`config.mk`:
```
export PLATFORM = sky130hd
export DESIGN_NAME = rmc_config_bank
export DESIGN_NICKNAME = d
export VERILOG_FILES = /design/src/rtl/rmc_pkg.sv /design/src/rtl/rmc_config_bank.sv /design/src/rtl/rmc_lock_timer.sv
export SDC_FILE = /design/constraint.sdc
export NUM_CORES = 1
export LEC_CHECK = 0
export BUFFER_PORTS_ARGS = -buffer_cell sky130_fd_sc_hd__clkbuf_2
export CAP_MARGIN = 20
export CORE_ASPECT_RATIO = 1.2
export CORE_MARGIN = 1.5
export CORE_UTILIZATION = 47
export DETAILED_ROUTE_END_ITERATION = 12
export PLACE_DENSITY = 0.83
export SLEW_MARGIN = 20
export SYNTH_ARGS = -nofsm -noshare
export SYNTH_HDL_FRONTEND = slang
export SYNTH_SLANG_ARGS = --single-unit
```
`constraint.sdc`:
```
create_clock -name clock_i -period 2.15 [get_ports clock_i]
set_input_delay 0.3225 -clock clock_i [delete_from_list [all_inputs] [get_ports clock_i]]
set_output_delay 0.3225 -clock clock_i [all_outputs]
set_load 0.01 [all_outputs]
```
`src/rtl/rmc_pkg.sv`:
```
// ==========================================================================
// Shared constants and types for the miscellaneous configuration bank.
package rmc_pkg;

	// ======================================================================
	// Register offsets.
	localparam logic [5:0] ADDR_POWER_SAVING   = 6'h2e;
	localparam logic [5:0] ADDR_CARRIER_DETECT = 6'h2f;
	localparam logic [5:0] ADDR_CLOCK_OVERRIDE = 6'h32;
	localparam logic [5:0] ADDR_CLOCK_ENABLE   = 6'h33;
	localparam logic [5:0] ADDR_LOCK_DELAY     = 6'h38;
	localparam logic [5:0] ADDR_SERIAL_ID_B0   = 6'h3c;
	localparam logic [5:0] ADDR_SERIAL_ID_B1   = 6'h3d;
	localparam logic [5:0] ADDR_SERIAL_ID_B2   = 6'h3e;
	localparam logic [5:0] ADDR_SERIAL_ID_B3   = 6'h3f;

	// ======================================================================
	// Field positions.
	localparam int POWER_SAVING_BIT    = 7;
	localparam int CARRIER_FORCE_BIT   = 7;
	localparam int SERIAL_ID_WIDTH     = 30;
	localparam logic [7:0] RESERVED_LOW7_MASK = 8'h80;

	// ======================================================================
	// Reset values.
	localparam logic       RESET_POWER_SAVING   = 1'h0;
	localparam logic       RESET_CARRIER_FORCE  = 1'h0;
	localparam logic [7:0] RESET_CLOCK_OVERRIDE = 8'h00;
	localparam logic [7:0] RESET_CLOCK_ENABLE   = 8'h00;
	localparam logic [7:0] RESET_LOCK_DELAY     = 8'h64;

	// ======================================================================
	// Timing.
	localparam int CLOCK_PERIOD_NS   = 40;
	localparam int LOCK_STEP_US      = 2;
	localparam int LOCK_STEP_CYCLES  = (LOCK_STEP_US * 1000 + CLOCK_PERIOD_NS - 1)
		/ CLOCK_PERIOD_NS;

	// ======================================================================
	// Carriers.
	typedef struct packed {
		logic       wr;
		logic       rd;
		logic [5:0] addr;
		logic [7:0] wdata;
	} rmc_req_t;

	typedef struct packed {
		logic write_en;
		logic id_read_en;
	} rmc_analog_t;

endpackage : rmc_pkg

```
`src/rtl/rmc_config_bank.sv`:
```
`timescale 1ns/10ps
// Contract
// - A set power-saving bit turns unused radio circuitry off; a clear one leaves it on.
// - Power-saving writes land only while the analog write enable is one.
// - A set carrier-detect override bit forces the carrier-detect indication active.
// - Carrier-detect override writes land only while the analog write enable is one.
// - The lock wait lasts the eight-bit count times two microseconds before lock is shown.
// - The count is used only in automatic synthesizer mode without the PLL lock signal.
// - The lock delay count resets to 0x64.
// - The top two bits of the serial identifier always read zero.
// - The 30 identifier bits read out only while the identifier read enable is set.
// - The identifier bytes are read-only and writes leave them unchanged.
module rmc_config_bank #(
	parameter logic [15:0] LOCK_STEP_CYCLES = 16'(rmc_pkg::LOCK_STEP_CYCLES)
) (
	input  wire logic                 clock_i,
	input  wire logic                 reset_i,
	input  wire rmc_pkg::rmc_req_t    req_i,
	input  wire rmc_pkg::rmc_analog_t analog_i,
	input  wire logic                 manual_synth_i,
	input  wire logic                 pll_lock_used_i,
	input  wire logic                 pll_lock_i,
	input  wire logic                 synth_start_i,
	input  wire logic                 carrier_detect_raw_i,
	input  wire logic [29:0]          serial_id_i,
	output logic [7:0]                rd_data_o,
	output logic                      rd_valid_o,
	output logic                      power_save_o,
	output logic                      carrier_detect_o,
	output logic [7:0]                clock_override_o,
	output logic [7:0]                clock_enable_o,
	output logic [7:0]                lock_delay_o,
	output logic                      synth_locked_o
);

	// ======================================================================
	// Request decode.
	logic        wr_ps;
	logic        wr_cd;
	logic        wr_co;
	logic        wr_ce;
	logic        wr_ld;
	logic        carrier_force;
	logic [31:0] id_word;
	logic [7:0]  next_rd_data;

	assign wr_ps = req_i.wr && (req_i.addr == rmc_pkg::ADDR_POWER_SAVING);
	assign wr_cd = req_i.wr && (req_i.addr == rmc_pkg::ADDR_CARRIER_DETECT);
	assign wr_co = req_i.wr && (req_i.addr == rmc_pkg::ADDR_CLOCK_OVERRIDE);
	assign wr_ce = req_i.wr && (req_i.addr == rmc_pkg::ADDR_CLOCK_ENABLE);
	assign wr_ld = req_i.wr && (req_i.addr == rmc_pkg::ADDR_LOCK_DELAY);

	// The top two identifier bits are hard zero.
	assign id_word = {2'h0, serial_id_i};

	// ======================================================================
	// Gated configuration bits. Only bit 7 is stored, so reserved bits cannot hold data.
	always_ff @(posedge clock_i) begin
		if (reset_i) begin
			power_save_o <= rmc_pkg::RESET_POWER_SAVING;
		end else if (wr_ps && analog_i.write_en) begin
			power_save_o <= req_i.wdata[rmc_pkg::POWER_SAVING_BIT];
		end
	end

	always_ff @(posedge clock_i) begin
		if (reset_i) begin
			carrier_force <= rmc_pkg::RESET_CARRIER_FORCE;
		end else if (wr_cd && analog_i.write_en) begin
			carrier_force <= req_i.wdata[rmc_pkg::CARRIER_FORCE_BIT];
		end
	end

	always_ff @(posedge clock_i) begin
		if (reset_i) begin
			carrier_detect_o <= 1'h0;
		end else begin
			carrier_detect_o <= carrier_force | carrier_detect_raw_i;
		end
	end

	// ======================================================================
	// Clock override pair. Both must be loaded by software after reset.
	always_ff @(posedge clock_i) begin
		if (reset_i) begin
			clock_override_o <= rmc_pkg::RESET_CLOCK_OVERRIDE;
		end else if (wr_co) begin
			clock_override_o <= req_i.wdata;
		end
	end

	always_ff @(posedge clock_i) begin
		if (reset_i) begin
			clock_enable_o <= rmc_pkg::RESET_CLOCK_ENABLE;
		end else if (wr_ce) begin
			clock_enable_o <= req_i.wdata;
		end
	end

	always_ff @(posedge clock_i) begin
		if (reset_i) begin
			lock_delay_o <= rmc_pkg::RESET_LOCK_DELAY;
		end else if (wr_ld) begin
			lock_delay_o <= req_i.wdata;
		end
	end

	// ======================================================================
	// Read port. Identifier addresses never decode as writes, so they stay read-only.
	always_comb begin
		next_rd_data = 8'h00;
		if (req_i.addr == rmc_pkg::ADDR_POWER_SAVING) begin
			next_rd_data = {power_save_o, 7'h00};
		end else if (req_i.addr == rmc_pkg::ADDR_CARRIER_DETECT) begin
			next_rd_data = {carrier_force, 7'h00};
		end else if (req_i.addr == rmc_pkg::ADDR_CLOCK_OVERRIDE) begin
			next_rd_data = clock_override_o;
		end else if (req_i.addr == rmc_pkg::ADDR_CLOCK_ENABLE) begin
			next_rd_data = clock_enable_o;
		end else if (req_i.addr == rmc_pkg::ADDR_LOCK_DELAY) begin
			next_rd_data = lock_delay_o;
		end else if (!analog_i.id_read_en) begin
			next_rd_data = 8'h00;
		end else if (req_i.addr == rmc_pkg::ADDR_SERIAL_ID_B0) begin
			next_rd_data = id_word[7:0];
		end else if (req_i.addr == rmc_pkg::ADDR_SERIAL_ID_B1) begin
			next_rd_data = id_word[15:8];
		end else if (req_i.addr == rmc_pkg::ADDR_SERIAL_ID_B2) begin
			next_rd_data = id_word[23:16];
		end else if (req_i.addr == rmc_pkg::ADDR_SERIAL_ID_B3) begin
			next_rd_data = id_word[31:24];
		end
	end

	always_ff @(posedge clock_i) begin
		if (reset_i) begin
			rd_data_o  <= 8'h00;
			rd_valid_o <= 1'h0;
		end else begin
			rd_valid_o <= req_i.rd;
			if (req_i.rd) begin
				rd_data_o <= next_rd_data;
			end
		end
	end

	// ======================================================================
	// Synthesizer lock. The PLL lock is analog, so it is synchronised first.
	logic pll_meta;
	logic pll_sync;
	logic timer_mode;
	logic timer_done;

	always_ff @(posedge clock_i) begin
		if (reset_i) begin
			pll_meta <= 1'h0;
			pll_sync <= 1'h0;
		end else begin
			pll_meta <= pll_lock_i;
			pll_sync <= pll_meta;
		end
	end

	assign timer_mode = !manual_synth_i && !pll_lock_used_i;

	rmc_lock_timer #(
		.STEP_CYCLES (LOCK_STEP_CYCLES)
	) u_lock_timer (
		.clock_i (clock_i),
		.reset_i (reset_i),
		.start_i (synth_start_i),
		.count_i (lock_delay_o),
		.done_o  (timer_done)
	);

	// In timer mode a restart drops lock on the next edge so a stale lock never leaks into a retune; the PLL path ignores restarts.
	always_ff @(posedge clock_i) begin
		if (reset_i) begin
			synth_locked_o <= 1'h0;
		end else if (timer_mode) begin
			synth_locked_o <= timer_done && !synth_start_i;
		end else begin
			synth_locked_o <= pll_sync;
		end
	end

	// ======================================================================
	// Checks.
	logic [15:0] elapsed;
	logic [7:0]  started_count;

	always_ff @(posedge clock_i) begin
		if (reset_i) begin
			elapsed       <= 16'h0000;
			started_count <= 8'h00;
		end else if (synth_start_i) begin
			elapsed       <= 16'h0000;
			started_count <= lock_delay_o;
		end else if (elapsed != 16'hffff) begin
			elapsed <= elapsed + 16'h0001;
		end
	end

	a_ps_write_taken: assert property (@(posedge clock_i) disable iff (reset_i)
		wr_ps && analog_i.write_en |=> power_save_o == $past(req_i.wdata[7]))
		else $error("power-saving write not taken");
	a_ps_write_gated: assert property (@(posedge clock_i) disable iff (reset_i)
		wr_ps && !analog_i.write_en |=> $stable(power_save_o))
		else $error("power-saving write not blocked");
	a_cd_write_gated: assert property (@(posedge clock_i) disable iff (reset_i)
		wr_cd && !analog_i.write_en
		|=> $stable(carrier_force))
		else $error("carrier override write not blocked");
	a_cd_force_on: assert property (@(posedge clock_i) disable iff (reset_i)
		carrier_force |=> carrier_detect_o)
		else $error("carrier detect not forced");
	a_reset_values: assert property (@(posedge clock_i) disable iff (reset_i)
		$fell(reset_i) |-> clock_override_o == 8'h00 && clock_enable_o == 8'h00
		&& lock_delay_o == 8'h64)
		else $error("wrong reset value");
	a_lock_delay_len: assert property (@(posedge clock_i) disable iff (reset_i)
		$rose(timer_done) && !$past(synth_start_i)
		|-> elapsed == 16'(started_count) * LOCK_STEP_CYCLES)
		else $error("lock delay length wrong");
	a_lock_mode_sel: assert property (@(posedge clock_i) disable iff (reset_i)
		$past(!timer_mode) && !timer_mode |-> synth_locked_o == $past(pll_sync))
		else $error("lock source wrong outside timer mode");
	a_id_top_zero: assert property (@(posedge clock_i) disable iff (reset_i)
		req_i.rd && req_i.addr == rmc_pkg::ADDR_SERIAL_ID_B3 |=> rd_data_o[7:6] == 2'h0)
		else $error("identifier top bits not zero");
	a_id_read_gated: assert property (@(posedge clock_i) disable iff (reset_i)
		req_i.rd && req_i.addr >= rmc_pkg::ADDR_SERIAL_ID_B0 && !analog_i.id_read_en
		|=> rd_valid_o && rd_data_o == 8'h00)
		else $error("identifier readable while disabled");
	a_id_low_byte: assert property (@(posedge clock_i) disable iff (reset_i)
		req_i.rd && req_i.addr == rmc_pkg::ADDR_SERIAL_ID_B0 && analog_i.id_read_en
		|=> rd_data_o == $past(serial_id_i[7:0]))
		else $error("identifier low byte wrong");
	a_reserved_zero: assert property (@(posedge clock_i) disable iff (reset_i)
		req_i.rd && req_i.addr == rmc_pkg::ADDR_POWER_SAVING |=> rd_data_o[6:0] == 7'h00)
		else $error("reserved bits not zero");

	c_ps_set: cover property (@(posedge clock_i) disable iff (reset_i)
		wr_ps && analog_i.write_en && req_i.wdata[7]);
	c_id_read: cover property (@(posedge clock_i) disable iff (reset_i)
		req_i.rd && req_i.addr == rmc_pkg::ADDR_SERIAL_ID_B3 && analog_i.id_read_en);
	c_lock_done: cover property (@(posedge clock_i) disable iff (reset_i)
		timer_mode && $rose(synth_locked_o));
	c_cd_forced: cover property (@(posedge clock_i) disable iff (reset_i)
		carrier_force && !carrier_detect_raw_i ##1 carrier_detect_o);

endmodule : rmc_config_bank

```
`src/rtl/rmc_lock_timer.sv`:
```
`timescale 1ns/10ps
// ==========================================================================
// Lock delay timer: counts whole steps after each start.
module rmc_lock_timer #(
	parameter logic [15:0] STEP_CYCLES = 16'h0032
) (
	input  wire logic       clock_i,
	input  wire logic       reset_i,
	input  wire logic       start_i,
	input  wire logic [7:0] count_i,
	output logic            done_o
);

	typedef enum logic [2:0] {
		RMC_T_IDLE   = 3'b001,
		RMC_T_WAIT   = 3'b010,
		RMC_T_LOCKED = 3'b100
	} rmc_timer_state_t;

	rmc_timer_state_t state;
	logic [15:0]      prescale;
	logic [7:0]       remaining;

	// ======================================================================
	// Sequencer. A new start always restarts the wait, even mid-count.
	always_ff @(posedge clock_i) begin
		if (reset_i) begin
			state     <= RMC_T_IDLE;
			prescale  <= 16'h0000;
			remaining <= 8'h00;
		end else if (start_i) begin
			prescale  <= 16'h0000;
			remaining <= count_i;
			state     <= (count_i == 8'h00) ? RMC_T_LOCKED : RMC_T_WAIT;
		end else begin
			case (state)
				RMC_T_IDLE: begin
					state <= RMC_T_IDLE;
				end
				RMC_T_WAIT: begin
					if (prescale == STEP_CYCLES - 16'h0001) begin
						prescale <= 16'h0000;
						if (remaining == 8'h01) begin
							state <= RMC_T_LOCKED;
						end else begin
							remaining <= remaining - 8'h01;
						end
					end else begin
						prescale <= prescale + 16'h0001;
					end
				end
				RMC_T_LOCKED: begin
					state <= RMC_T_LOCKED;
				end
				default: begin
					state <= RMC_T_IDLE;
				end
			endcase
		end
	end

	assign done_o = (state == RMC_T_LOCKED);

endmodule : rmc_lock_timer

```
==> flow_summary_export.csv, run 1 <==
group,metric,value,unit
cts,cts.htree.levels,3,
routing,viasPerCell,5.78,
sta,timing.final.crit_period,2.03,ns
finish,nNetsFinal,522,
power_and_ir_drop,worst_ir_drop_vdd,0.319,mV
sta,rsz0062_at_grt,"false",
cts,cts_tree,"built",
finish,n_antenna_cell,0,
sta,maxSlewViolCount,0,
routing,wl_per_cell,14.8,µm
power_and_ir_drop,power_density,637,mW/mm²
cts,clkTransAtPathRegs,0.08,ns
finish,drive_gt1_share,27.6,%
yosys,synth_edf_count,0,
floorplanning,io_pins,91,
finish,final_util,60.6,%
routing,first_iter_violations,254,
floorplanning,die-width,78.2,µm
routing,drc,0,
floorplanning,die_y,93.2,µm
grt,overflow,0,
floorplanning,die_area,0.00729,mm²
placed_design,port_buffers,90,
sta,relSlewSlack,59.9,%
grt,antenna_found_initial,0,
yosys,ys_seq_area_share,41.5,%
grt,grt_max_degree,23,
critical_path,critPathArrivalTime,2.30,ns
grt,grtUsageTotal,23.8,%
critical_path,critPathLaunchType,"register",
sta,holdWs,0.184,ns
critical_path,endpoint_kind,"register",
routing,ant_nets,0,
sta,setup_viol,0,
sta,fin_crit_sh,94.4,%
yosys,postSynth.asyncResetShare,0,%
floorplanning,core,0.00649,mm²
routing,dr.pass1.iters,5,
sta,skew,0.0130,ns
critical_path,crit_required,2.42,ns
yosys,syn_inst,374,
finish,fin_cells,552,
sta,tightest_slew,0.598,ns
yosys,synth_fp_nets,433,
job,cap_violations,0,
sta,fin_setup_tns,0,ns
power_and_ir_drop,p_leak,1.59,nW
cts,clock_latency,0.35,ns
yosys,synth_cell_types,47,
cts,numCtsBuffers,9,
sta,setup_ws,0.119,ns
yosys,synthFlopType,"dfxtp_1",
placed_design,pre_cts_ws,0.123,ns
cts,clk_path_buf_depth,2,
yosys,ys_ff_latch,66,
yosys,netlist_area,0.00319,mm²
cts,cts_root_buf,"clkbuf_8",
floorplanning,row_count,32,
floorplanning,start_util,49.1,%
routing,routed_wl,8150,µm
run_status,outcome,"completed",
placed_design,gp_congestion,0.857,
placed_design,place_inst,536,
critical_path,path_max_fanout,7,
yosys,syn-mean-instance-area,8.52,µm²
grt,grt_pass1_vias,2982,
grt,grt_pass1_wl,13700,µm
yosys,yosys_warnings,0,
hold_path,hp-class,"in2reg",
sta,timing.fmax,0.492,GHz
sta,final_hold_viol_count,0,
critical_path,crit_type,"reg2reg",
routing,vias,3188,
placed_design,dp_hpwl,6160,µm
finish,synthToLayoutAreaGrowth,23.2,%
cts,cts.sinks,66,
-- cells in the mapped netlist (6+ instances only) --
cell type	number	area, µm²
dfxtp_1	66	1320
nand2_1	47	176
nor2_1	37	139
nand3_1	35	175
a21oi_1	32	160
clkbuf_1	21	78.8
xor2_1	14	123
nand4_1	8	50.1
mux2i_1	7	70.1
nor2b_1	7	43.8
a221o_1	6	60.1
inv_1	6	22.5
mux4_2	6	135
nor3_1	6	30.0
o21ai_0	6	30.0
-- worst paths after layout --
| check | depth (start not counted) | end | start | slack [ns] |
|---|---|---|---|---|
| setup / recovery | 6 | u_lock_timer.remaining[4] | u_lock_timer.prescale[9] | 0.12 |
| hold / removal | 2 | pll_meta | pll_lock_i | 0.18 |
| hold reg to reg | 1 | pll_sync | pll_meta | 0.45 |
| setup reg to reg | 6 | u_lock_timer.remaining[4] | u_lock_timer.prescale[9] | 0.12 |
-- metal layers --
metal	up-vias	global-route usage [%]	routed length, µm
li1	1535	-	-
met1	1489	27.6	3280
met2	152	41.5	4130
met3	12	6.44	601
met4	0	9.23	143
met5	-	0	0
-- state kept, by name (all words and copies together) (netlist names), 3 cells and up --
| signal | cells |
|---|---|
| clock_enable_o | 8 |
| u_lock_timer.remaining | 8 |
| rd_data_o | 8 |
| u_lock_timer.prescale | 16 |
| lock_delay_o | 8 |
| u_lock_timer.state | 3 |
| clock_override_o | 8 |
-- power by group --
part           internal, mW  switching, mW
logic                 0.101          0.120
clock network         0.532          0.493
registers              1.24         0.0157
-- placed cells by master (no fill, tap or decap), types with 8 or more instances in the layout --
cell type,instances
a21oi_1,32
buf_4,10
clkbuf_2,90
clkbuf_8,9
dfxtp_1,65
nand2_1,47
nand3_1,35
nand4_1,8
nor2_1,37
xor2_1,14
-- cells by family after synthesis --
logic type | share of synthesized area (%)
adder cells (fa/ha/maj) | 1.57
buffers and inverters | 3.34
AO/OA/AOI/OAI | 14.6
multiplexers | 6.44
flip-flops | 41.5
XOR/XNOR | 4.95
AND/OR/NAND/NOR | 27.6
-- critical path, stage by stage (launching register included) --
cell and delay (ns):
dfxtp_2 0.34, or4_4 0.54, nor4_4 0.28, buf_4 0.19, nand4_2 0.13, or3_1 0.33, a31oi_1 0.15
-- through the flow --
step | total power, mW | instance area [µm²]
after floorplan | 1.41 | 3190
after global placement | 1.50 | 3730
final | 2.50 | 3930
after global routing | 2.61 | 3930
after CTS | 2.52 | 3920
after detailed placement | 1.50 | 3730
-- what timing repair did --
action,4_1_cts,5_1_grt
setup buffers,0,1
endpoints found under the hold margin,0,0
gates resized for setup,0,1
endpoints found under the setup margin,0,1
hold buffers,0,0
-- cell type report --
class,count,area (µm²)
fill,576,2560
multi-input combinational,280,1760
sequential,66,1320
timing repair buffer,100,526
clock buffer,9,124
tap,85,106
clock inverter,6,67.6
inverter,6,22.5
No activity file was read; power rests on OpenSTA's default activity.
==> run 2: changes to the inputs <==
Settings changed: PLACE_DENSITY 0.83 to 0.74, RECOVER_POWER set to 50.
==> run 2 against run 1 <==
  * First-iteration DRC count is 54% lower
  * Clock power is 5% higher
  * Global-route usage is 0.48 points higher
  * Combinational power hardly changed
  * Critical endpoint unchanged
  * Largest cell class unchanged
==> flow_summary_export.csv, run 2 (synthesized netlist as in run 1, its figures left out) <==
group,metric,value,unit
finish,largest_reg_flops,16,
sta,relSlewSlack,25.1,%
sta,skew,0.00746,ns
placed_design,dp_hpwl,6360,µm
routing,wl_per_cell,15.2,µm
sta,timing.fmax,0.490,GHz
sta,maxSlewViolCount,0,
power_and_ir_drop,p_leak,1.47,nW
grt,antenna_found_initial,0,
finish,seqCellArea,0.00132,mm²
power_and_ir_drop,seq_power_share,49.1,%
floorplanning,die-width,78.2,µm
sta,setup_viol,0,
grt,grt_pass1_vias,3073,
routing,first_iter_violations,116,
power_and_ir_drop,netSwitchingFraction,23.2,%
sta,fin_crit_sh,95.0,%
finish,multi_input_area,0.00176,mm²
floorplanning,start_util,49.1,%
cts,clk_path_buf_depth,2,
power_and_ir_drop,power_density,655,mW/mm²
cts,numCtsBuffers,9,
critical_path,endpoint_kind,"register",
cts,cts_tree,"built",
routing,ant_nets,0,
critical_path,critPathLaunchType,"register",
floorplanning,die_area,0.00729,mm²
routing,routed_wl,8390,µm
job,cap_violations,0,
floorplanning,die_y,93.2,µm
grt,overflow,0,
finish,drive_gt1_share,18.8,%
finish,n_antenna_cell,0,
finish,final_cell_mix,"dfxtp_1, clkbuf_2, nand2_1",
finish,nNetsFinal,522,
finish,synthToLayoutAreaGrowth,22.6,%
power_and_ir_drop,p_clk_share,42.1,%
sta,tightest_slew,1.12,ns
cts,cts.htree.levels,3,
critical_path,critPathArrivalTime,2.32,ns
finish,nFillCells,629,
run_status,outcome,"completed",
sta,fin_setup_tns,0,ns
sta,timing.final.crit_period,2.04,ns
sta,rsz0062_at_grt,"false",
floorplanning,row_count,32,
hold_path,hp-class,"in2reg",
power_and_ir_drop,p_sw,0.593,mW
power_and_ir_drop,worst_ir_drop_vdd,0.331,mV
cts,clkTransAtPathRegs,0.07,ns
cts,cts_root_buf,"clkbuf_8",
cts,clock_latency,0.35,ns
critical_path,crit_type,"reg2reg",
finish,final_util,60.2,%
placed_design,gp_congestion,0.847,
routing,vias,3152,
placed_design,port_buffers,90,
finish,regMostFlops,"u_lock_timer.prescale",
cts,cts.sinks,66,
grt,grt_max_degree,26,
power_and_ir_drop,p_int,1.97,mW
finish,final_common_cell,"dfxtp_1",
routing,viasPerCell,5.71,
power_and_ir_drop,pwr-share-comb,8.7,%
critical_path,path_max_fanout,7,
floorplanning,io_pins,91,
grt,grt_pass1_wl,13800,µm
cts,hold_buffers,0,
routing,dr.pass1.iters,4,
critical_path,crit_required,2.42,ns
grt,grtUsageTotal,24.3,%
routing,drc,0,
sta,final_hold_viol_count,0,
floorplanning,core,0.00649,mm²
run 2: critical path: stages (launching register included):
cell,delay (ns)
dfxtp_1,0.35
or4_4,0.56
nor4_4,0.29
buf_6,0.16
nand4_2,0.13
or3_1,0.32
a31oi_1,0.16
run 2: timing repair:
item | 4_1_cts | 5_1_grt
setup buffers | 0 | 1
gates resized for setup | 0 | 2
setup endpoints to repair | 0 | 6
run 2: metrics by stage:
stage / worst slack (ns) / power (mW) / instance area (µm²) / hold WS [ns] / instances
floorplan: 0.0890 / 1.41 / 3190 / 0.414 / 374
finish: 0.107 / 2.56 / 3910 / 0.178 / 552
global placement: 0.0774 / 1.50 / 3740 / 0.435 / 536
global route: 0.00239 / 2.64 / 3910 / 0.178 / 552
CTS: 0.0297 / 2.58 / 3940 / 0.170 / 551
detailed placement: 0.0426 / 1.51 / 3740 / 0.436 / 536
run 2: layout make-up:
cell class | instances | area share, %
Timing Repair Buffer | 100 | 12.5
Sequential cell | 66 | 33.8
Inverter | 6 | 0.577
Multi-Input combinational cell | 280 | 45.1
Clock buffer | 13 | 4.32
Clock inverter | 2 | 0.897
Tap cell | 85 | 2.72
run 2: power groups by stage:
stage | combinational, mW | sequential, mW | clock (mW)
global placement | 0.220 | 1.28 | 0
detailed placement | 0.225 | 1.29 | 0
CTS | 0.226 | 1.26 | 1.10
global route | 0.246 | 1.26 | 1.14
floorplan | 0.125 | 1.28 | 0
finish | 0.223 | 1.26 | 1.08
run 2: routing by layer:
metal  GRT usage (%)  vias to the layer above  part of all wire (%)
li1                -                     1540                     -
met3            4.00                       22                   4.9
met5               0                        -                     0
met4            13.5                        0                   3.2
met1            26.4                     1480                    40
met2            44.3                      110                    51
run 2: path summary, 6_finish.rpt:
check | start | end | slack (ns) | cells after the start
min reg2reg | pll_meta | pll_sync | 0.44 | 1
max | u_lock_timer.prescale[3] | u_lock_timer.remaining[4] | 0.11 | 6
max reg2reg | u_lock_timer.prescale[3] | u_lock_timer.remaining[4] | 0.11 | 6
min | carrier_detect_raw_i | carrier_detect_o | 0.18 | 3
